==> src/include/icip_pkg.sv <==
package icip_pkg;

  // ==========================================================================
  // Widths
  localparam int unsigned WB_ADR_W = 12;
  localparam int unsigned WB_DAT_W = 32;
  localparam int unsigned HSIZE_W  = 11;
  localparam int unsigned VSIZE_W  = 10;
  localparam int unsigned MODE_W   = 3;
  localparam int unsigned ENTRY_W  = 16;
  localparam int unsigned DHI_W    = 7;
  localparam int unsigned DLO_W    = 15;
  localparam int unsigned DADDR_W  = DHI_W + DLO_W;
  localparam int unsigned IDX_W    = 10;
  localparam int unsigned ITEM_W   = MODE_W + DADDR_W + ENTRY_W;
  localparam int unsigned FIFO_DEPTH = 4;

  // ==========================================================================
  // Register indices, byte address is four times the index
  localparam logic [IDX_W-1:0] IDX_DEST_HI = 10'h042;
  localparam logic [IDX_W-1:0] IDX_DEST_LO = 10'h044;
  localparam logic [IDX_W-1:0] IDX_WIDTH   = 10'h046;
  localparam logic [IDX_W-1:0] IDX_HEIGHT  = 10'h048;
  localparam logic [IDX_W-1:0] IDX_ENTRY   = 10'h048;
  localparam logic [IDX_W-1:0] IDX_MODE    = 10'h04A;
  localparam logic [IDX_W-1:0] IDX_STATUS  = 10'h04C;

  // ==========================================================================
  // Field positions
  localparam int unsigned DHI_LSB     = 0;
  localparam int unsigned DLO_LSB     = 1;
  localparam int unsigned HSIZE_LSB   = 0;
  localparam int unsigned VSIZE_LSB   = 0;
  localparam int unsigned MODE_LSB    = 0;
  localparam int unsigned ST_BUSY_BIT = 0;
  localparam int unsigned ST_PEND_BIT = 1;
  localparam int unsigned ST_ROOM_BIT = 2;

  // ==========================================================================
  // Reset values
  localparam logic [HSIZE_W-1:0] WIDTH_RST   = 11'h000;
  localparam logic [VSIZE_W-1:0] HEIGHT_RST  = 10'h000;
  localparam logic [ENTRY_W-1:0] ENTRY_RST   = 16'h0000;
  localparam logic [DHI_W-1:0]   DEST_HI_RST = 7'h00;
  localparam logic [DLO_W-1:0]   DEST_LO_RST = 15'h0000;
  localparam logic [MODE_W-1:0]  MODE_RST    = 3'h0;

  // ==========================================================================
  // Conversion mode codes
  localparam logic [MODE_W-1:0] MODE_OFF   = 3'h0;
  localparam logic [MODE_W-1:0] MODE_CVT1  = 3'h1;
  localparam logic [MODE_W-1:0] MODE_CVT2  = 3'h2;
  localparam logic [MODE_W-1:0] MODE_CVT3  = 3'h3;
  localparam logic [MODE_W-1:0] MODE_HALFX = 3'h7;

  function automatic logic icip_mode_active(input logic [MODE_W-1:0] m);
    return (m == MODE_CVT1) || (m == MODE_CVT2) || (m == MODE_CVT3) ||
           (m == MODE_HALFX);
  endfunction : icip_mode_active

  function automatic logic [15:0] icip_merge16(input logic [15:0] old_v,
                                               input logic [15:0] new_v,
                                               input logic [1:0]  sel);
    return {sel[1] ? new_v[15:8] : old_v[15:8],
            sel[0] ? new_v[7:0]  : old_v[7:0]};
  endfunction : icip_merge16

endpackage : icip_pkg

==> src/include/icip_stream_if.sv <==
interface icip_stream_if #(
  parameter int unsigned WIDTH = 8
);
  logic             push_valid;
  logic             push_ready;
  logic [WIDTH-1:0] push_data;
  logic             pop_valid;
  logic             pop_ready;
  logic [WIDTH-1:0] pop_data;

  modport store (input push_valid, push_data, pop_ready,
                 output push_ready, pop_valid, pop_data);
  modport user  (output push_valid, push_data, pop_ready,
                 input push_ready, pop_valid, pop_data);
endinterface : icip_stream_if

==> src/hw/icip_fifo.sv <==
module icip_fifo
  import icip_pkg::*;
#(
  parameter int unsigned WIDTH = ITEM_W,
  parameter int unsigned DEPTH = FIFO_DEPTH
) (
  input wire logic     core_clk_in, // System clock
  input wire logic     sys_rst_in,  // Synchronous reset, high
  input wire logic     ce_in,       // Clock enable
  icip_stream_if.store st           // Push and pop sides
);

  localparam int unsigned PW = $clog2(DEPTH);
  localparam logic [PW:0] CNT_FULL = (PW+1)'(DEPTH);

  if (DEPTH < 2 || (DEPTH & (DEPTH - 1)) != 0 || WIDTH < 1) begin : g_bad
    $error("icip_fifo: DEPTH must be a power of two of at least 2");
  end

  logic [WIDTH-1:0] mem_q [DEPTH];
  logic [PW-1:0]    wr_ptr_q;
  logic [PW-1:0]    rd_ptr_q;
  logic [PW:0]      count_q;
  logic             out_valid_q;
  logic [WIDTH-1:0] out_data_q;
  logic             push;
  logic             load;

  assign st.push_ready = (count_q != CNT_FULL);
  assign push = st.push_valid && st.push_ready;
  assign load = (count_q != '0) && (!out_valid_q || st.pop_ready);
  assign st.pop_valid = out_valid_q;
  assign st.pop_data  = out_data_q;

  // ==========================================================================
  // Storage
  always_ff @(posedge core_clk_in) begin
    if (ce_in && push) begin
      mem_q[wr_ptr_q] <= st.push_data;
    end
  end

  always_ff @(posedge core_clk_in) begin
    if (sys_rst_in) begin
      wr_ptr_q <= '0;
      rd_ptr_q <= '0;
      count_q  <= '0;
    end else if (ce_in) begin
      if (push) begin
        wr_ptr_q <= wr_ptr_q + 1'b1;
      end
      if (load) begin
        rd_ptr_q <= rd_ptr_q + 1'b1;
      end
      case ({push, load})
        2'b10:   count_q <= count_q + 1'b1;
        2'b01:   count_q <= count_q - 1'b1;
        default: count_q <= count_q;
      endcase
    end
  end

  // ==========================================================================
  // Registered head word
  always_ff @(posedge core_clk_in) begin
    if (sys_rst_in) begin
      out_valid_q <= 1'b0;
      out_data_q  <= '0;
    end else if (ce_in) begin
      if (load) begin
        out_valid_q <= 1'b1;
        out_data_q  <= mem_q[rd_ptr_q];
      end else if (st.pop_ready) begin
        out_valid_q <= 1'b0;
      end
    end
  end
endmodule : icip_fifo

==> src/hw/icip_top.sv <==
// Functional notes
// - Size registers steer the logic only while mode is 001, 010, 011, 111.
// - Mode clears itself when done; host leaves sizes alone meanwhile.
// - Reset clears width and height to zero.
// - In an active mode each entry write is the next input word.
// - Reset clears the entry register to zero.
// - Words land one after another from the base, base register unchanged.
// - Base is a word address A22..A1, split upper and lower fields.
//
// The Wishbone register port is this design's own decision.
module icip_top
  import icip_pkg::*;
(
  input  wire logic                core_clk_in,  // System clock
  input  wire logic                sys_rst_in,   // Synchronous reset, high
  input  wire logic                ce_in,        // Clock enable
  input  wire logic                wb_cyc_in,    // Bus cycle
  input  wire logic                wb_stb_in,    // Bus strobe
  input  wire logic                wb_we_in,     // Bus write
  input  wire logic [WB_ADR_W-1:0] wb_adr_in,    // Byte address
  input  wire logic [3:0]          wb_sel_in,    // Byte enables
  input  wire logic [WB_DAT_W-1:0] wb_dat_in,    // Write data
  output logic      [WB_DAT_W-1:0] wb_dat_out,   // Read data
  output logic                     wb_ack_out,   // Bus acknowledge
  output logic                     cvt_valid_out, // Output word valid
  input  wire logic                cvt_ready_in, // Output word taken
  output logic      [ENTRY_W-1:0]  cvt_data_out, // Image word
  output logic      [DADDR_W-1:0]  cvt_addr_out, // Word address
  output logic      [MODE_W-1:0]   cvt_mode_out  // Mode of the word
);

  logic [HSIZE_W-1:0]  width_q;
  logic [VSIZE_W-1:0]  height_q;
  logic [ENTRY_W-1:0]  entry_q;
  logic [MODE_W-1:0]   mode_q;
  logic [DHI_W-1:0]    dest_hi_q;
  logic [DLO_W-1:0]    dest_lo_q;
  logic [HSIZE_W-1:0]  x_cnt_q;
  logic [VSIZE_W-1:0]  y_cnt_q;
  logic [DADDR_W-1:0]  word_idx_q;
  logic                ack_q;
  logic [WB_DAT_W-1:0] rdata_q;
  logic [WB_DAT_W-1:0] rd_mux;
  logic [IDX_W-1:0]    reg_idx;
  logic                req;
  logic                active;
  logic                sel_dest_hi;
  logic                sel_dest_lo;
  logic                sel_width;
  logic                sel_height;
  logic                sel_mode;
  logic                sel_status;
  logic                entry_wr;
  logic                entry_take;
  logic                take;
  logic                wr;
  logic                last_word;
  logic                empty_size;
  logic [ENTRY_W-1:0]  entry_word;
  logic [15:0]         wlo;
  logic [DADDR_W-1:0]  push_addr;
  logic [15:0]         width_mrg;
  logic [15:0]         height_mrg;
  logic [15:0]         dest_lo_mrg;

  icip_stream_if #(.WIDTH(ITEM_W)) fifo_if ();

  icip_fifo #(
    .WIDTH (ITEM_W),
    .DEPTH (FIFO_DEPTH)
  ) u_fifo (
    .core_clk_in (core_clk_in),
    .sys_rst_in  (sys_rst_in),
    .ce_in       (ce_in),
    .st          (fifo_if.store)
  );

  // ==========================================================================
  // Address decode
  assign reg_idx = wb_adr_in[WB_ADR_W-1:2];
  assign req     = wb_cyc_in && wb_stb_in && !ack_q;
  assign active  = icip_mode_active(mode_q);
  assign wlo     = wb_dat_in[15:0];

  always_comb begin
    sel_dest_hi = 1'b0;
    sel_dest_lo = 1'b0;
    sel_width   = 1'b0;
    sel_height  = 1'b0;
    sel_mode    = 1'b0;
    sel_status  = 1'b0;
    if (reg_idx == IDX_DEST_HI) begin
      sel_dest_hi = 1'b1;
    end else if (reg_idx == IDX_DEST_LO) begin
      sel_dest_lo = 1'b1;
    end else if (reg_idx == IDX_WIDTH) begin
      sel_width = 1'b1;
    end else if (reg_idx == IDX_HEIGHT) begin
      sel_height = 1'b1;
    end else if (reg_idx == IDX_MODE) begin
      sel_mode = 1'b1;
    end else if (reg_idx == IDX_STATUS) begin
      sel_status = 1'b1;
    end
  end

  // Shared index: entry word while active, height while idle
  assign entry_wr   = req && wb_we_in && sel_height && active;
  assign entry_take = entry_wr && fifo_if.push_ready;
  assign take       = req && !(entry_wr && !fifo_if.push_ready);
  assign wr         = take && wb_we_in;
  assign entry_word = icip_merge16(entry_q, wlo, wb_sel_in[1:0]);
  assign last_word  = (x_cnt_q == width_q - 1'b1) &&
                      (y_cnt_q == height_q - 1'b1);
  assign empty_size = (width_q == '0) || (height_q == '0);

  // Byte-merged register images, cut to field width below
  assign width_mrg   = icip_merge16({5'h0, width_q}, wlo, wb_sel_in[1:0]);
  assign height_mrg  = icip_merge16({6'h0, height_q}, wlo, wb_sel_in[1:0]);
  assign dest_lo_mrg = icip_merge16({dest_lo_q, 1'b0}, wlo, wb_sel_in[1:0]);

  // ==========================================================================
  // Bus answer
  always_comb begin
    rd_mux = '0;
    if (sel_dest_hi) begin
      rd_mux[DHI_LSB +: DHI_W] = dest_hi_q;
    end else if (sel_dest_lo) begin
      rd_mux[DLO_LSB +: DLO_W] = dest_lo_q;
    end else if (sel_width) begin
      rd_mux[HSIZE_LSB +: HSIZE_W] = width_q;
    end else if (sel_height) begin
      rd_mux[VSIZE_LSB +: VSIZE_W] = height_q;
    end else if (sel_mode) begin
      rd_mux[MODE_LSB +: MODE_W] = mode_q;
    end else if (sel_status) begin
      rd_mux[ST_BUSY_BIT] = active;
      rd_mux[ST_PEND_BIT] = fifo_if.pop_valid;
      rd_mux[ST_ROOM_BIT] = fifo_if.push_ready;
    end
  end

  always_ff @(posedge core_clk_in) begin
    if (sys_rst_in) begin
      ack_q <= 1'b0;
    end else if (ce_in) begin
      ack_q <= take;
    end
  end

  always_ff @(posedge core_clk_in) begin
    if (sys_rst_in) begin
      rdata_q <= '0;
    end else if (ce_in && take) begin
      rdata_q <= wb_we_in ? '0 : rd_mux;
    end
  end

  assign wb_ack_out = ack_q;
  assign wb_dat_out = rdata_q;

  // ==========================================================================
  // Size registers
  always_ff @(posedge core_clk_in) begin
    if (sys_rst_in) begin
      width_q  <= WIDTH_RST;
      height_q <= HEIGHT_RST;
    end else if (ce_in) begin
      if (wr && sel_width) begin
        width_q <= width_mrg[HSIZE_W-1:0];
      end
      if (wr && sel_height && !active) begin
        height_q <= height_mrg[VSIZE_W-1:0];
      end
    end
  end

  // ==========================================================================
  // Destination base, never stepped by the transfer
  always_ff @(posedge core_clk_in) begin
    if (sys_rst_in) begin
      dest_hi_q <= DEST_HI_RST;
      dest_lo_q <= DEST_LO_RST;
    end else if (ce_in) begin
      if (wr && sel_dest_hi && wb_sel_in[0]) begin
        dest_hi_q <= wlo[DHI_LSB +: DHI_W];
      end
      if (wr && sel_dest_lo) begin
        dest_lo_q <= dest_lo_mrg[15:DLO_LSB];
      end
    end
  end

  // ==========================================================================
  // Mode register with automatic clear
  always_ff @(posedge core_clk_in) begin
    if (sys_rst_in) begin
      mode_q <= MODE_RST;
    end else if (ce_in) begin
      if (wr && sel_mode && wb_sel_in[0]) begin
        mode_q <= wlo[MODE_LSB +: MODE_W];
      end else if (active && ((entry_take && last_word) || empty_size)) begin
        mode_q <= MODE_OFF;
      end
    end
  end

  // ==========================================================================
  // Entry register
  always_ff @(posedge core_clk_in) begin
    if (sys_rst_in) begin
      entry_q <= ENTRY_RST;
    end else if (ce_in && entry_take) begin
      entry_q <= entry_word;
    end
  end

  // ==========================================================================
  // Pixel and line counters
  always_ff @(posedge core_clk_in) begin
    if (sys_rst_in) begin
      x_cnt_q    <= '0;
      y_cnt_q    <= '0;
      word_idx_q <= '0;
    end else if (ce_in) begin
      if (!active || (wr && sel_mode)) begin
        x_cnt_q    <= '0;
        y_cnt_q    <= '0;
        word_idx_q <= '0;
      end else if (entry_take) begin
        word_idx_q <= word_idx_q + 1'b1;
        if (x_cnt_q == width_q - 1'b1) begin
          x_cnt_q <= '0;
          y_cnt_q <= y_cnt_q + 1'b1;
        end else begin
          x_cnt_q <= x_cnt_q + 1'b1;
        end
      end
    end
  end

  // ==========================================================================
  // Output path through the FIFO
  assign push_addr = {dest_hi_q, dest_lo_q} + word_idx_q;
  assign fifo_if.push_valid = entry_wr;
  assign fifo_if.push_data  = {mode_q, push_addr, entry_word};
  assign fifo_if.pop_ready  = cvt_ready_in;
  assign cvt_valid_out = fifo_if.pop_valid;
  assign cvt_data_out  = fifo_if.pop_data[ENTRY_W-1:0];
  assign cvt_addr_out  = fifo_if.pop_data[ENTRY_W +: DADDR_W];
  assign cvt_mode_out  = fifo_if.pop_data[ENTRY_W+DADDR_W +: MODE_W];
endmodule : icip_top

==> config.mk <==
export PLATFORM = sky130hd
export DESIGN_NAME = icip_top
export DESIGN_NICKNAME = d
export VERILOG_FILES = /design/src/include/icip_pkg.sv /design/src/include/icip_stream_if.sv /design/src/hw/icip_fifo.sv /design/src/hw/icip_top.sv
export SDC_FILE = /design/constraint.sdc
export NUM_CORES = 1
export LEC_CHECK = 0
export ABC_AREA = 1
export BUFFER_PORTS_ARGS = -buffer_cell sky130_fd_sc_hd__buf_4
export CORE_UTILIZATION = 40
export DETAILED_ROUTE_END_ITERATION = 8
export PLACE_DENSITY_LB_ADDON = 0.25
export SLEW_MARGIN = 20
export SYNTH_ARGS = -nofsm -noshare
export SYNTH_HDL_FRONTEND = slang
export SYNTH_SLANG_ARGS = --single-unit
export TNS_END_PERCENT = 1
==> constraint.sdc <==
create_clock -name core_clk_in -period 4.9 [get_ports core_clk_in]
set_input_delay 1.225 -clock core_clk_in [delete_from_list [all_inputs] [get_ports core_clk_in]]
set_output_delay 1.225 -clock core_clk_in [all_outputs]
set_load 0.01 [all_outputs]
==> results of run 1 <==
[metrics by stage]
stage	setup WS, ns	util	cell area [sq um]	hold WS [ns]	std cells
floorplan	0.452	-	15400	0.424	1767
CTS	1.67	0.468	17600	0.448	2368
global route	1.49	0.468	17600	0.470	2368
detailed placement	1.12	0.437	16500	0.439	2301
finish	1.68	0.468	17600	0.445	2368
global placement	1.18	0.437	16500	0.433	2301
[cells by family (layout without fill, tap and decap cells)]
logic type	count (synthesis)	in the layout	synth area share
other	1	16	0.000245
XOR/XNOR	47	47	0.0269
buffers and inverters	248	338	0.0672
adder cells (fa/ha/maj)	33	33	0.0280
AND/OR/NAND/NOR	650	650	0.175
flip-flops	335	335	0.546
AO/OA/AOI/OAI	438	438	0.157
[worst paths after layout]
check,start,end,slack (ns),cells past startpoint
min,entry_q[1],entry_q[1],0.45,2
max reg2reg,word_idx_q[0],u_fifo.mem_q[1][36],2.01,9
min reg2reg,entry_q[1],entry_q[1],0.45,2
max,wb_adr_in[11],y_cnt_q[7],1.68,16
[metal layers]
| layer | wire length, microns | global-route usage | up-vias |
|---|---|---|---|
| li1 | - | - | 6095 |
| met1 | 18400 | 0.280 | 5622 |
| met2 | 17400 | 0.322 | 316 |
| met3 | 2140 | 0.0270 | 65 |
| met4 | 1090 | 0.0655 | 0 |
| met5 | 0 | 0 | - |
[sequential cells by signal, summed over array words and instances (netlist names)]
signal,count
dest_hi_q,7
dest_lo_q,15
entry_q,16
height_q,10
mode_q,3
u_fifo.count_q,3
u_fifo.mem_q,164
u_fifo.rd_ptr_q,2
u_fifo.st.pop_data,41
u_fifo.st.pop_valid,1
u_fifo.wr_ptr_q,2
wb_ack_out,1
wb_dat_out,16
width_q,11
word_idx_q,22
x_cnt_q,11
y_cnt_q,10
[cell usage after synthesis (all sizes together), types with 2 or more instances]
master,number
edfxtp,164
nand4,18
o22ai,46
inv,160
a221oi,3
nor4,8
buf,29
nand2,318
nand3,53
a211oi,24
o2111ai,2
xnor2,17
nor3,22
o211ai,5
or2,2
xor2,30
o21ai,185
ha,31
a21o,2
o221ai,3
a31oi,3
clkbuf,58
nor2,225
dfxtp,171
a21oi,162
fa,2
[tightest hold or removal path, delay by kind of cell, from the launching register on]
family / cells / cell delay [ns]
AO/OA/AOI/OAI: 1 / 0.05
buffers and inverters: 1 / 0.05
flip-flops: 1 / 0.30
[power by group through the flow]
stage / Sequential, W / Combinational, W / Clock (W)
after floorplan: 0.00312 / 0.000430 / 0
after global placement: 0.00310 / 0.000709 / 0
after detailed placement: 0.00310 / 0.000718 / 0
after CTS: 0.00304 / 0.000719 / 0.00272
after global routing: 0.00304 / 0.000798 / 0.00283
final: 0.00304 / 0.000708 / 0.00266
[cell usage in the layout (no fill, tap or decap), drive strengths merged, types with 2 or more instances in the layout]
cell type / n
o22ai: 46
nor4: 8
a21oi: 162
dfxtp: 171
o221ai: 3
o211ai: 5
fa: 2
ha: 31
nor3: 22
clkinvlp: 2
nor2: 225
edfxtp: 164
o2111ai: 2
a21o: 2
bufinv: 2
xor2: 30
conb: 16
o21ai: 185
nand3: 53
a31oi: 3
a221oi: 3
clkbuf: 49
nand4: 18
inv: 161
clkinv: 14
xnor2: 17
buf: 110
a211oi: 24
nand2: 318
or2: 2
[area by class of cell]
| type | instances | area (sq um) | share of cell area |
|---|---|---|---|
| Clock inverter | 18 | 165 | 0.00937 |
| Timing Repair Buffer | 110 | 851 | 0.0483 |
| Multi-Input combinational cell | 1184 | 6010 | 0.341 |
| Inverter | 161 | 607 | 0.0344 |
| Clock buffer | 49 | 1000 | 0.0568 |
| Sequential cell | 335 | 8350 | 0.474 |
| Tap cell | 511 | 639 | 0.0363 |
==> results.cfg, run 1 <==
[critical_path]
critical_path_peak_fanout = 27
cp.arrival_ns = 3.68
crit_top_cell = nor2_1
cp.buffers_inverters = 4
timing.critical_path.slowest_cell_delay_ns = 0.29
critPathTopFamily = simple AND/OR/NAND/NOR gates
cp-end-kind = flip-flop
cp_cell_sequence = buf_4, nor2_1, inv_1, nor2_1, nand2_1, nor2_1, nand3_1, nand2_2, a21oi_4, inv_4, o21ai_2, inv_2, nand3_1, nand2_1, nand2_1, nor2_1
crit_path_start_kind = primary input
crit_required_ns = 5.36
crit_type = in -> reg
critical-path-slowest-cell = nand2_2

[power_and_ir_drop]
switching_power_w = 0.00162
internal_power_w = 0.00479
p_comb_frac = 0.111
power.switching_fraction = 0.253
max-vdd-ir-drop_mv = 0.211
leakage_power_nw = 6.65
power.share.sequential = 0.474
power.density_cell_area_nw_per_um2 = 363
power_frac_clock = 0.415
total_power_w = 0.00640

[timing]
hold_violations = 0
unrepaired_setup_endpoints_after_global_routing = no
final.setup_skew_ns = 0.0165
worst-slew-pin-transition_ns = 0.986
clock.fmax_ghz = 0.311
min_period_over_period = 0.656
max-slew-margin-rel = 0.343
report.final.slew_viol_count = 0
totalNegativeSetupSlack_ns = 0
setup_violations = 0
period_minus_slack_ns = 3.22

[grt]
grt_util_all_layers = 0.201
largest_net_degree_at_the_start_of_global_routing = 84
antenna_violations_before_repair = 0
grt_pass1_vias = 11200
globalRouteOverflowTotal = 0
grt_pass1_wl_mm = 61.2

[synthesis]
synthesis.area_per_instance_sq_um = 8.73
synthFlopType = dfxtp_1
synth-seq-cells = 335
synthDominantCellAreaShare = 0.322
synth.cell_area_sq_um = 15300
synth_warnings = 0
post-synth-top-area-cell = edfxtp_1
synth.lib_cells_used.distinct = 51
yosysSeqAreaShare = 0.546
post_synth_inst_count = 1752
async_flop_share = 0
number_of_enable_type_register_cells_in_the_synthesized_netlist = 164
netlist_top_cells_area = edfxtp_1 (32%), dfxtp_1 (22%), nand2_1 (7.8%)

[placement]
place.gp.congestion = 0.923
buffer_ports.inserted = 93
post-dp-hpwl_mm = 27.1

[route]
remaining_antenna_violation_count_after_routing = 0
routed_wire_length_per_instance_microns = 16.4
vias = 12100
detail_route.wirelength_mm = 38.9
vias_per_cell = 5.11
drt_pass_1_iters = 5
drcViolationCount = 0
iteration_0_drc_markers = 994

[clock_tree]
insertion_delay_ns = 0.54
postCtsSetupBuffers = 0
tritoncts_num_sinks = 335
cts_max_path_buffers = 3
tritoncts.num_buffers = 37
tritoncts = done
cts.clk_slew.worst_paths_ns = 0.06
cts_hold_repair.buffers = 0
cts-htree-levels = 2
cts_resized = 0
clockRootBuffer = clkbuf_16

[floorplan]
placement_rows = 71
fp.dieArea_sq_um = 39000
placeableCoreArea_sq_um = 37700
floorplan.die.width_microns = 198
chipHeight_microns = 198
design.portCount = 130
floorplan.initialDensity = 0.406

[job]
maxCapViolations = 0

[cells_and_area]
areaGrowthSynthToFinish_pct = 15.2
final.fill_count = 3637
post_route_cells_drive_above_1_share = 0.106
fin_nets = 1917
antenna_cells = 0

[run_status]
status = finished clean

[hold_path]
path_class_of_the_lowest_slack_min_delay_path = reg -> reg
No activity file was read; power rests on OpenSTA's default activity.
==> inputs of run 2 (changes only) <==
==> constraint.sdc (replaced) <==
create_clock -name core_clk_in -period 3.1 [get_ports core_clk_in]
set_input_delay 0.775 -clock core_clk_in [delete_from_list [all_inputs] [get_ports core_clk_in]]
set_output_delay 0.775 -clock core_clk_in [all_outputs]
set_load 0.01 [all_outputs]
==> results.cfg, run 2 (synthesis gave the netlist of run 1 again) <==
[placement]
dp_worst_setup_slack_ns = 0.00812
post-dp-hpwl_mm = 28.0
dpl_cell_area_sq_um = 16700
buffer_ports.inserted = 93
place.gp.congestion = 0.889

[floorplan]
floorplan.initialDensity = 0.406
fp.dieArea_sq_um = 39000
floorplan.die.width_microns = 198
chipHeight_microns = 198
placement_rows = 71
placeableCoreArea_sq_um = 37700
design.portCount = 130

[critical_path]
cp.arrival_ns = 3.19
worstReg2RegEnd = u_fifo.mem_q[3][36]
crit_path_start_kind = flip-flop
r2r_slack_ns = 0.21
crit_type = reg -> reg
cp-end-kind = flip-flop
cp.buffers_inverters = 1
r2r_start = word_idx_q[0]
timing.critical_path.slowest_cell_delay_ns = 0.42
cp_cell_sequence = ha_1, inv_1, fa_1, o21ai_0, a21oi_1, o21ai_0, a21boi_0, o21ai_0, xor2_1
critical_path_peak_fanout = 4
worst_r2r_path_depth = 9
critPathTopFamily = compound AO/OA/AOI/OAI gates
crit_required_ns = 3.40
crit_top_cell = o21ai_0
critical-path-slowest-cell = dfxtp_1

[cells_and_area]
areaGrowthSynthToFinish_pct = 17.5
fin_util = 0.477
registers.top_by_ff_count = u_fifo.mem_q
final.fill_count = 3625
fin_nets = 1937
layout_commonest_cell = nand2_1
antenna_cells = 0
multi_input_area_sq_um = 6010
post_route_cells_drive_above_1_share = 0.116
flip_flop_and_latch_area_sq_um = 8350
largest_register_ffs = 164
cell_area_after_layout_sq_um = 18000
mostFrequentLayoutCells = nand2_1 (316), nor2_1 (217), o21ai_0 (179), dfxtp_1 (170), edfxtp_1 (164)

[route]
detail_route.wirelength_mm = 39.8
drt_pass_1_iters = 5
remaining_antenna_violation_count_after_routing = 0
routed_wire_length_per_instance_microns = 16.7
drcViolationCount = 0
vias_per_cell = 5.11
vias = 12200
iteration_0_drc_markers = 844

[grt]
grt_pass1_vias = 11500
largest_net_degree_at_the_start_of_global_routing = 83
grt_pass1_wl_mm = 62.1
globalRouteOverflowTotal = 0
grt_util_all_layers = 0.205
antenna_violations_before_repair = 0

[clock_tree]
cts_max_path_buffers = 3
clockRootBuffer = clkbuf_16
postCtsSetupBuffers = 0
cts_resized = 0
cts_hold_repair.buffers = 0
tritoncts.num_buffers = 38
tritoncts = done
tritoncts_num_sinks = 335
insertion_delay_ns = 0.54
cts.clk_slew.worst_paths_ns = 0.06
cts-htree-levels = 2

[power_and_ir_drop]
max-vdd-ir-drop_mv = 0.335
power.density_cell_area_nw_per_um2 = 589
leakage_power_nw = 6.83

[timing]
final.setup_skew_ns = 0.0186
report.final.slew_viol_count = 0
hold_violations = 0
period_minus_slack_ns = 2.89
worst-slew-pin-transition_ns = 0.820
setup_violations = 0
totalNegativeSetupSlack_ns = 0
clock.fmax_ghz = 0.347
finalWorstSetupSlack_ns = 0.214
unrepaired_setup_endpoints_after_global_routing = no
min_period_over_period = 0.931
max-slew-margin-rel = 0.453

[hold_path]
hold_path_depth = 2
hold_end = entry_q[1]
path_class_of_the_lowest_slack_min_delay_path = reg -> reg
worst_hold_startpoint = entry_q[1]

[job]
maxCapViolations = 0

[run_status]
status = finished clean
## run 2: changes by cell type in the layout (fill, tap and decap cells not counted), sizes merged
| cell | change |
|---|---|
| inv | +2 |
| clkinvlp | -1 |
| clkbuf | -4 |
| bufinv | +4 |
| clkinv | +2 |
| buf | +19 |
## run 2: worst min-delay path: cells and delay by family (launching register included)
family,cells,cell delay [ns]
AOI/OAI and AO/OA,1,0.05
buffers and inverters,1,0.05
DFF,1,0.29
## run 2: cell type report
type / count / share of cell area
Clock buffer: 45 / 0.0555
Sequential cell: 335 / 0.464
Clock inverter: 25 / 0.0164
Timing Repair Buffer: 129 / 0.0601
Inverter: 161 / 0.0338
Tap cell: 511 / 0.0356
Multi-Input combinational cell: 1184 / 0.334
## run 2: worst max path at each step
| stage | start | to | slack [ns] | cells after the start |
|---|---|---|---|---|
| final | word_idx_q[0] | u_fifo.mem_q[3][36] | 0.21 | 9 |
| after global routing | word_idx_q[0] | u_fifo.mem_q[2][30] | 0.04 | 10 |
| after CTS | word_idx_q[0] | u_fifo.mem_q[1][36] | 0.24 | 9 |
| after detailed placement | wb_adr_in[11] | word_idx_q[12] | 0.008 | 14 |
| after global placement | wb_adr_in[11] | word_idx_q[12] | 0.07 | 14 |
| after floorplan | wb_adr_in[11] | u_fifo.mem_q[0][0] | -0.25 | 8 |
## run 2: metal layers
metal / vias up / track usage / share of wire
met3: 63 / 0.0256 / 0.041
met5: - / 0 / 0
met1: 5754 / 0.281 / 0.47
met2: 257 / 0.337 / 0.46
met4: 0 / 0.0620 / 0.025
li1: 6139 / - / -
## run 2: power by group
part / internal, W / leakage [nW] / switching [W] / total [W]
Combinational: 0.000393 / 3.26 / 0.000753 / 0.00115
Sequential: 0.00473 / 2.94 / 0.0000649 / 0.00480
Clock: 0.00282 / 0.634 / 0.00181 / 0.00464
Total: 0.00795 / 6.83 / 0.00263 / 0.0106
## run 2: per-stage QoR
stage / hold slack (ns) / instances / power (W)
2_1_floorplan: 0.424 / 1767 / 0.00561
3_3_place_gp: 0.431 / 2320 / 0.00603
3_5_place_dp: 0.439 / 2320 / 0.00605
4_1_cts: 0.449 / 2390 / 0.0107
5_1_grt: 0.459 / 2390 / 0.0110
6_report: 0.447 / 2390 / 0.0106
